## config.mk

```make
export PLATFORM = sky130hd
export DESIGN_NAME = dpsf_ctrl
export DESIGN_NICKNAME = d
export VERILOG_FILES = /design/src/dpsf_pkg.sv /design/src/dpsf_timer.sv /design/src/dpsf_ctrl.sv
export VERILOG_INCLUDE_DIRS = /design/src
export SDC_FILE = /design/constraint.sdc
export NUM_CORES = 1
export LEC_CHECK = 0
export ABC_CLOCK_PERIOD_IN_PS = 4500
export CAP_MARGIN = 20
export CORE_UTILIZATION = 35
export DETAILED_ROUTE_END_ITERATION = 10
export DONT_BUFFER_PORTS = 1
export SYNTH_ARGS = -nofsm -noshare
export SYNTH_HDL_FRONTEND = slang
export SYNTH_SLANG_ARGS = --single-unit
```

## constraint.sdc

```tcl
create_clock -name ref_clk_i -period 4.5 [get_ports ref_clk_i]
set_input_delay 0.45 -clock ref_clk_i [delete_from_list [all_inputs] [get_ports ref_clk_i]]
set_output_delay 0.45 -clock ref_clk_i [all_outputs]
set_load 0.01 [all_outputs]
```

## src/dpsf_map.svh

```systemverilog
// Purpose: constants for the semaphore flag port controller
// Assumes: one port of the flag device, 8-bit data bus
// Notes:   strobe widths are cycles of ref_clk_i
`ifndef DPSF_MAP_SVH
`define DPSF_MAP_SVH
`define DPSF_NUM_FLAGS    8
`define DPSF_IDX_W        3
`define DPSF_ADDR_W       13
`define DPSF_DATA_W       8
`define DPSF_STROBE_NS    100
`define DPSF_CLK_NS       50
`define DPSF_STROBE_CYC   ((`DPSF_STROBE_NS + `DPSF_CLK_NS - 1) / `DPSF_CLK_NS)
`define DPSF_CNT_W        4
`define DPSF_ALL_ONES     8'hff
`define DPSF_ZERO_BYTE    8'h00
`endif

```

## src/dpsf_pkg.sv

```systemverilog
// Purpose: types for the semaphore flag port controller
// Assumes: nothing beyond the map header
// Notes:   commands issued on cmd_op_i
package dpsf_pkg;
  typedef enum logic [2:0] {
    DPSF_OP_ACQUIRE = 3'h0,
    DPSF_OP_RELEASE = 3'h1,
    DPSF_OP_POLL    = 3'h2,
    DPSF_OP_INIT    = 3'h3
  } dpsf_op_type;
  typedef enum logic [5:0] {
    DPSF_ST_IDLE  = 6'h01,
    DPSF_ST_WSET  = 6'h02,
    DPSF_ST_WSTB  = 6'h04,
    DPSF_ST_RSET  = 6'h08,
    DPSF_ST_RSTB  = 6'h10,
    DPSF_ST_GAP   = 6'h20
  } dpsf_state_type;
endpackage : dpsf_pkg

```

## src/dpsf_timer.sv

```systemverilog
// Purpose: strobe width timer
// Assumes: load and count in one clock domain
// Notes:   done is combinational from the count
`timescale 1ns/100ps
`include "dpsf_map.svh"
module dpsf_timer (
  // clock and reset
  input  wire logic                   ref_clk_i,
  input  wire logic                   resetn_i,
  // control
  input  wire logic                   load_i,
  output logic                        done_o
);
  logic [`DPSF_CNT_W-1:0] cnt_reg;
  always_ff @(posedge ref_clk_i or negedge resetn_i) begin
    if (!resetn_i) begin
      cnt_reg <= '0;
    end else if (load_i) begin
      cnt_reg <= `DPSF_CNT_W'(`DPSF_STROBE_CYC);
    end else if (cnt_reg != '0) begin
      cnt_reg <= cnt_reg - `DPSF_CNT_W'(1);
    end
  end
  // done ignores load: the load term reads done, so gating it here made a loop
  assign done_o = (cnt_reg == '0);
endmodule : dpsf_timer

```

## src/dpsf_ctrl.sv

```systemverilog
// Summary of operation
// - flags active low: write zero requests, write one releases from same side
// - a polling port deasserts select or oe between reads
// - acquire writes zero first, then reads back to confirm
// - after a failed request keep reading or write one to withdraw
// - at start each port writes one to all eight flags
// - flag access holds memory select high and flag select low
//
// Purpose: one-port controller that drives the flag pins of the device
// Assumes: device pins sampled on ref_clk_i; one command at a time
// Notes:   result of acquire and poll is the inverse of bit zero of the read-back byte
`timescale 1ns/100ps
`include "dpsf_map.svh"
module dpsf_ctrl (
  // clock and reset
  input  wire logic                       ref_clk_i,
  input  wire logic                       resetn_i,
  // command port
  input  wire logic                       cmd_valid_i,
  input  wire dpsf_pkg::dpsf_op_type      cmd_op_i,
  input  wire logic [`DPSF_IDX_W-1:0]     cmd_idx_i,
  output logic                            cmd_ready_o,
  output logic                            rsp_valid_o,
  output logic                            rsp_owned_o,
  // device pins
  output logic                            mem_select_n_o,
  output logic                            flag_space_select_n_o,
  output logic                            rw_n_o,
  output logic                            oe_n_o,
  output logic [`DPSF_ADDR_W-1:0]         addr_o,
  output logic [`DPSF_DATA_W-1:0]         data_o,
  output logic                            data_oe_n_o,
  input  wire logic [`DPSF_DATA_W-1:0]    data_i
);
  // ----------------------------------------
  // state
  // ----------------------------------------
  dpsf_pkg::dpsf_state_type state_reg;
  dpsf_pkg::dpsf_op_type    op_reg;
  logic [`DPSF_IDX_W-1:0]   idx_reg;
  logic                     wval_reg;
  logic                     tmr_load;
  logic                     tmr_done;
  logic                     last_init;

  dpsf_timer u_timer (
    .ref_clk_i (ref_clk_i),
    .resetn_i  (resetn_i),
    .load_i    (tmr_load),
    .done_o    (tmr_done)
  );

  assign cmd_ready_o = (state_reg == dpsf_pkg::DPSF_ST_IDLE);
  assign last_init   = (idx_reg == `DPSF_IDX_W'(`DPSF_NUM_FLAGS - 1));
  // loads timer on entry to each strobe and gap phase
  assign tmr_load    = (state_reg == dpsf_pkg::DPSF_ST_WSET)
                     || (state_reg == dpsf_pkg::DPSF_ST_RSET)
                     || (state_reg == dpsf_pkg::DPSF_ST_RSTB && tmr_done)
                     || (state_reg == dpsf_pkg::DPSF_ST_WSTB && tmr_done
                         && op_reg != dpsf_pkg::DPSF_OP_ACQUIRE);

  // ----------------------------------------
  // sequencer
  // ----------------------------------------
  always_ff @(posedge ref_clk_i or negedge resetn_i) begin
    if (!resetn_i) begin
      state_reg <= dpsf_pkg::DPSF_ST_IDLE;
      op_reg    <= dpsf_pkg::DPSF_OP_POLL;
      idx_reg   <= '0;
      wval_reg  <= 1'b1;
    end else begin
      case (state_reg)
        dpsf_pkg::DPSF_ST_IDLE: begin
          if (cmd_valid_i) begin
            op_reg <= cmd_op_i;
            // init walks all flags from zero
            idx_reg <= (cmd_op_i == dpsf_pkg::DPSF_OP_INIT) ? '0 : cmd_idx_i;
            // acquire writes zero, release and init write one
            wval_reg <= (cmd_op_i != dpsf_pkg::DPSF_OP_ACQUIRE);
            // poll is a read only; acquire never reads first
            state_reg <= (cmd_op_i == dpsf_pkg::DPSF_OP_POLL) ?
                         dpsf_pkg::DPSF_ST_RSET : dpsf_pkg::DPSF_ST_WSET;
          end
        end
        dpsf_pkg::DPSF_ST_WSET: begin
          state_reg <= dpsf_pkg::DPSF_ST_WSTB;
        end
        dpsf_pkg::DPSF_ST_WSTB: begin
          if (tmr_done) begin
            // acquire goes straight to its confirming read
            state_reg <= (op_reg == dpsf_pkg::DPSF_OP_ACQUIRE) ?
                         dpsf_pkg::DPSF_ST_RSET : dpsf_pkg::DPSF_ST_GAP;
          end
        end
        dpsf_pkg::DPSF_ST_RSET: begin
          state_reg <= dpsf_pkg::DPSF_ST_RSTB;
        end
        dpsf_pkg::DPSF_ST_RSTB: begin
          if (tmr_done) begin
            state_reg <= dpsf_pkg::DPSF_ST_GAP;
          end
        end
        dpsf_pkg::DPSF_ST_GAP: begin
          // selects idle for a full gap so the next read recaptures
          if (tmr_done) begin
            if (op_reg == dpsf_pkg::DPSF_OP_INIT && !last_init) begin
              idx_reg   <= idx_reg + `DPSF_IDX_W'(1);
              state_reg <= dpsf_pkg::DPSF_ST_WSET;
            end else begin
              state_reg <= dpsf_pkg::DPSF_ST_IDLE;
            end
          end
        end
        default: begin
          state_reg <= dpsf_pkg::DPSF_ST_IDLE;
        end
      endcase
    end
  end

  // ----------------------------------------
  // pin drive
  // ----------------------------------------
  always_ff @(posedge ref_clk_i or negedge resetn_i) begin
    if (!resetn_i) begin
      mem_select_n_o        <= 1'b1;
      flag_space_select_n_o <= 1'b1;
      rw_n_o                <= 1'b1;
      oe_n_o                <= 1'b1;
      addr_o                <= '0;
      data_o                <= `DPSF_ALL_ONES;
      data_oe_n_o           <= 1'b1;
    end else begin
      // memory select never asserted by this block
      mem_select_n_o <= 1'b1;
      // flag select low through setup and strobe
      flag_space_select_n_o <= !(state_reg == dpsf_pkg::DPSF_ST_WSET
                                || state_reg == dpsf_pkg::DPSF_ST_RSET
                                || (state_reg == dpsf_pkg::DPSF_ST_WSTB && !tmr_done)
                                || (state_reg == dpsf_pkg::DPSF_ST_RSTB && !tmr_done));
      // rising rw ends the strobe, where the write lands
      rw_n_o <= !(state_reg == dpsf_pkg::DPSF_ST_WSET
                 || (state_reg == dpsf_pkg::DPSF_ST_WSTB && !tmr_done));
      oe_n_o <= !(state_reg == dpsf_pkg::DPSF_ST_RSET
                 || (state_reg == dpsf_pkg::DPSF_ST_RSTB && !tmr_done));
      // upper address lines zero, index on the low three
      addr_o <= {{(`DPSF_ADDR_W-`DPSF_IDX_W){1'b0}}, idx_reg};
      // value on bit zero, the rest copied since the device ignores them
      data_o <= wval_reg ? `DPSF_ALL_ONES : `DPSF_ZERO_BYTE;
      data_oe_n_o <= !(state_reg == dpsf_pkg::DPSF_ST_WSET
                      || (state_reg == dpsf_pkg::DPSF_ST_WSTB && !tmr_done));
    end
  end

  // ----------------------------------------
  // response
  // ----------------------------------------
  always_ff @(posedge ref_clk_i or negedge resetn_i) begin
    if (!resetn_i) begin
      rsp_valid_o <= 1'b0;
      rsp_owned_o <= 1'b0;
    end else begin
      rsp_valid_o <= (state_reg == dpsf_pkg::DPSF_ST_GAP) && tmr_done
                     && (op_reg != dpsf_pkg::DPSF_OP_INIT || last_init);
      // sample at strobe end; active-low flag, zero means owned
      if (state_reg == dpsf_pkg::DPSF_ST_RSTB && tmr_done) begin
        rsp_owned_o <= !data_i[0];
      end
    end
  end

  // ----------------------------------------
  // checks
  // ----------------------------------------
  AST_MEM_IDLE: assert property (@(posedge ref_clk_i) disable iff (!resetn_i)
    mem_select_n_o) else $error("memory select asserted");
  AST_ADDR_HIGH: assert property (@(posedge ref_clk_i) disable iff (!resetn_i)
    addr_o[`DPSF_ADDR_W-1:`DPSF_IDX_W] == '0) else $error("upper address set");
  AST_WR_SEL: assert property (@(posedge ref_clk_i) disable iff (!resetn_i)
    !rw_n_o |-> !flag_space_select_n_o && !data_oe_n_o && oe_n_o)
    else $error("write without select");
  AST_RD_GAP: assert property (@(posedge ref_clk_i) disable iff (!resetn_i)
    $rose(oe_n_o) |-> flag_space_select_n_o [*2])
    else $error("no gap after read");
  AST_ACQ_ORDER: assert property (@(posedge ref_clk_i) disable iff (!resetn_i)
    (state_reg == dpsf_pkg::DPSF_ST_WSTB && tmr_done
     && op_reg == dpsf_pkg::DPSF_OP_ACQUIRE) |-> ##2 !oe_n_o)
    else $error("acquire lacks read-back");
  AST_REL_DATA: assert property (@(posedge ref_clk_i) disable iff (!resetn_i)
    (!rw_n_o && op_reg != dpsf_pkg::DPSF_OP_ACQUIRE) |-> data_o[0])
    else $error("release writes zero");
  AST_STROBE: assert property (@(posedge ref_clk_i) disable iff (!resetn_i)
    $fell(rw_n_o) |-> !rw_n_o [*3]) else $error("strobe too short");
  AST_POLL_RD: assert property (@(posedge ref_clk_i) disable iff (!resetn_i)
    (cmd_ready_o && cmd_valid_i && cmd_op_i == dpsf_pkg::DPSF_OP_POLL)
    |-> ##2 !oe_n_o && rw_n_o) else $error("poll does not read");
  COV_ACQ: cover property (@(posedge ref_clk_i) disable iff (!resetn_i)
    rsp_valid_o && rsp_owned_o && op_reg == dpsf_pkg::DPSF_OP_ACQUIRE);
  COV_FAIL: cover property (@(posedge ref_clk_i) disable iff (!resetn_i)
    rsp_valid_o && !rsp_owned_o && op_reg == dpsf_pkg::DPSF_OP_ACQUIRE);
  COV_INIT: cover property (@(posedge ref_clk_i) disable iff (!resetn_i)
    rsp_valid_o && op_reg == dpsf_pkg::DPSF_OP_INIT);
  COV_REL: cover property (@(posedge ref_clk_i) disable iff (!resetn_i)
    rsp_valid_o && op_reg == dpsf_pkg::DPSF_OP_RELEASE);
endmodule : dpsf_ctrl

```

== Yosys cells after proc, flatten, opt, wreduce, memory -nomap -nowiden ==
Index checks and enable logic that the tools add are counted.
Storage, ports and cells
  bits in registers: 33
  word-level logic and storage cells: 78
  output and inout port bits: 29
Operators by class
  mux-type cells: 16
  equality and inequality tests: 16
  add/sub/neg operators: 2
  reduce and logical (&&, ||, !) cells: 32
Operator list (number)
  $pmux 6 s6: 1
  $mux 6: 5
  $mux 3: 4
  $mux 4: 3
  $ne 2x2->1 const B: 5
  $eq 3x2->1 const B: 3
  $logic_and 1x1->1: 8
  $logic_or 1x1->1: 8
  $mux 8: 1
  $reduce_and 4->1: 2
  $eq 6x1->1 const B: 1
  $eq 6x2->1 const B: 1
  $eq 6x3->1 const B: 1
  $eq 6x4->1 const B: 1
  $eq 6x5->1 const B: 1
  $eq 6x6->1 const B: 1
  $logic_not 1->1: 6
  $pmux 3 s2: 1
  $reduce_bool 3->1: 2
  $logic_not 4->1: 1
  $reduce_bool 2->1: 2
  $reduce_bool 4->1: 1
  $sub 4x1->4 const B: 1
  $add 3x1->3 const B: 1
  5 further kinds: 5

== Longest topological paths before layout ==
  depth after elaboration: 6
  depth in mapped cells: 8

== By module ==
From an unflattened synthesis, not the netlist that was laid out.
Second synthesis, totals
  cell total of the unflattened synthesis: 156
  area, all modules: 1591.5 sq um
Modules (own cells, without submodules)
  dpsf_ctrl: instances 1, cells each 134, area each 1362.6 sq um
  dpsf_timer: instances 1, cells each 22, area each 229.0 sq um

== Worst setup path after synthesis ==
OpenSTA, ideal clock, no wires.
  path kind: reg-to-reg
  start point: register idx_reg[0]
  end point: register idx_reg[1]
  setup time: 0.128 ns
  path buffers: 0
  arrival: 1.719 ns
  slack: 2.654 ns
  stages on the path, launching flop included: 7
  cells stage by stage: dfrtp_1 -> ha_1 -> ha_1 -> nor4bb_1 -> nand4_1 -> nand2_1 -> mux2_1
On the way
  cells in the longest elaborated chain, start to end: 5
Ends and longest elaborated chain
  start: declaration: line dpsf_ctrl.sv:40  | logic [`DPSF_IDX_W-1:0] idx_reg;
  start signal: assignment: line dpsf_ctrl.sv:77  | idx_reg <= (cmd_op_i == dpsf_pkg::DPSF_OP_INIT) ? '0 : cmd_idx_i;
  start signal: assignment: line dpsf_ctrl.sv:107  | idx_reg <= idx_reg + `DPSF_IDX_W'(1);
  branches (longest 5 deep; another with $add 3x1->3)
Parallel ways; which one is timed is not known. The select of a mux whose other input is x is not followed.
A chain may end at the register's enable or synchronous reset.

== Worst setup path in the final report ==
  start point: register u_timer.cnt_reg[0]
  end point: register u_timer.cnt_reg[0]
On the way
  cells in the longest elaborated chain, start to end: 5
Ends and longest elaborated chain
  start: declaration: line dpsf_timer.sv:14  | logic [`DPSF_CNT_W-1:0] cnt_reg;
  start signal: assignment: line dpsf_timer.sv:19  | cnt_reg <= `DPSF_CNT_W'(`DPSF_STROBE_CYC);
  start signal: assignment: line dpsf_timer.sv:21  | cnt_reg <= cnt_reg - `DPSF_CNT_W'(1);
  branches (longest 5 deep; another with $sub 4x1->4)
Parallel ways; which one is timed is not known. The select of a mux whose other input is x is not followed.

==> run summary <==
Setup CP Type = reg -> reg
Die Y = 66.7 µm
Average cell area after synthesis = 9.89 µm²
Critical Path Start Type = flip-flop
Library cells used by synthesis = 42
Antenna diode count = 0
Aggregate global routing overflow = 0
Dpl hpwl = 1980 µm
Vias in the first global route = 933
Status = finished clean
Clock sink total = 26
WL per Instance = 14.6 µm
Crit Path Max Fanout = 11
Max clock buf depth = 2
Num ports = 46
Port Buffers = 0
Pleak = 0.633 nW
Final non-filler cell total = 190
Largest net degree at the start of global routing = 21
CTS H-tree lvls = 1
Initial drt markers = 63
Final period util = 0.499
CTS Root Cell = clkbuf_8
CP Launch Point = u_timer.cnt_reg[0]
Mapped Area = 1460 µm²
CTS Buf Count = 3
Req. time, crit path = 4.68 ns
Least-Margin Pin Slew = 0.913 ns
Worst Min Path Start = cmd_valid_i
Layout cells sized above 1 = 0.143
Asr flop ratio synth = 1.00
Final Hold Vio Count = 0
DRT Pass-1 Iters = 6
Hold crit path type = in -> reg
Pre-CTS setup slack = 2.29 ns
Yosys warns = 0
GPL Wtd Cong = 0.867
Synth Register Bits = 26
Max-slew violation count = 0
Crit path capture type = flip-flop
Site Rows = 23
CTS resizes = 0
Area growth, synth to finish = 0.598%
Max FFs per register = 6
GR Util All Layers = 0.137
Power per cell area = 744 nW/µm²
Max-cap viol count = 0
Seq/Total Area, Yosys = 0.450
Clk slew on worst S/H paths = 0.09 ns
Peak supply drop = 0.143 mV
Fin worst setup slack = 2.25 ns
# setup viols final = 0
Vias = 982
F_max = 0.445 GHz
Relative slew slack = 0.389
# placed instances = 183
Setup TNS = 0 ns
Final nets = 161
Via-per-instance ratio = 5.17
Syn Inst Count = 148
Clock Skew = 0.00102 ns
Core ar. = 4000 µm²
Initial antenna violation count = 0
Worst endpoint data arrival time = 2.42 ns
Post-layout min period = 2.25 ns
RSZ-0062 raised after global routing = false
Drt total wl = 2770 µm
Routed Antenna Nets = 0
DR DRC count = 0
CTS tree = done
Clk_lat worst skew = 0.28 ns
First-pass GRT wire length = 4460 µm
RR Startpoint = u_timer.cnt_reg[0]
Top_reg_cell synth = dfrtp_1
Die X = 66.7 µm
Initial core utilization = 0.366
Die area = 4440 µm²
Number of synthesized flops with an enable pin = 0
## final cells by class
type                    instances  area, µm²
clock inverters                 1       30.0
clock buffers                   3       41.3
repair buffers                  3       30.0
well taps                      50       62.6
flip-flops and latches         26        659
multi-input cells             101        627
inverters                       6       22.5
fillers                       399       2530
## kinds of logic after synthesis
family	after synthesis	share of synthesized area
buffers and inverters	30	0.144
DFF	26	0.450
xor gates and xnor gates	5	0.0299
muxes	6	0.0453
AOI/OAI and AO/OA	16	0.0709
adders and majority gates	3	0.0256
other	2	0.00513
and+or+nand+nor	60	0.228
## critical path, cell delays in order (launching register included)
cell	delay (ns)
dfrtp_1	0.42
inv_1	0.07
ha_1	0.22
nor3b_2	0.66
nor3_2	0.12
o2bb2ai_1	0.22
nand3b_1	0.23
and3_1	0.20
## cells in the final DEF, fill, tap and decap left out, drive strengths merged, types with 4 or more instances in the layout
cell type  count
a21oi          6
conb          11
dfrtp         19
dfstp          7
inv            6
mux2           5
nand2         16
nand3          7
nor2           9
nor3          10
o21ai          4
xnor2          4
## metal layers
layer  global-route usage  routed length [µm]  vias up
li1                     -                   -      466
met1                0.160                1180      484
met2                0.246                1450       27
met3               0.0240                  96        5
met4               0.0479                  41        0
met5                    0                   0        -
## final timing paths
kind                       cells past startpoint            endpoint  slack (ns)
min in group asynchronous                      1              oe_n_o        0.64
setup / recovery                               7  u_timer.cnt_reg[0]        2.25
hold / removal                                 1        state_reg[0]        0.23
max in group asynchronous                      1         rsp_owned_o        3.20
setup reg to reg                               7  u_timer.cnt_reg[0]        2.25
hold reg to reg                                0           data_o[6]        0.37
## power by group
part	total, mW	switching, mW	internal, mW
registers	0.495	0.140	0.355
logic	0.403	0.228	0.175
clock network	0.197	0.0780	0.119
## cells in the mapped netlist, drive strengths merged (3+ instances only)
master | count | area, µm²
a21oi | 6 | 30.0
buf | 24 | 189
dfrtp | 19 | 475
dfstp | 7 | 184
ha | 3 | 37.5
inv | 6 | 22.5
mux2 | 5 | 56.3
nand2 | 16 | 62.6
nand3 | 7 | 40.0
nand4 | 3 | 18.8
nor2 | 9 | 36.3
nor3 | 10 | 55.1
o21ai | 4 | 20.0
or3 | 3 | 23.8
xnor2 | 4 | 35.0
## repair_timing
item                                   4_1_cts  5_1_grt
hold buffers                                 2        1
setup buffers                                0        0
endpoints found under the hold margin       20        3
## stage by stage
step | instance area (µm²) | hold slack [ns] | util | power (mW)
finish | 1470 | 0.232 | 0.368 | 1.10
global route | 1470 | 0.222 | 0.368 | 1.19
CTS | 1460 | 0.00289 | 0.366 | 1.10
detailed placement | 1370 | 0.155 | 0.343 | 0.897
global placement | 1370 | 0.155 | 0.343 | 0.864
floorplan | 1500 | 0.154 | - | 0.874
Note: power is estimated with default switching activity, not from simulation.
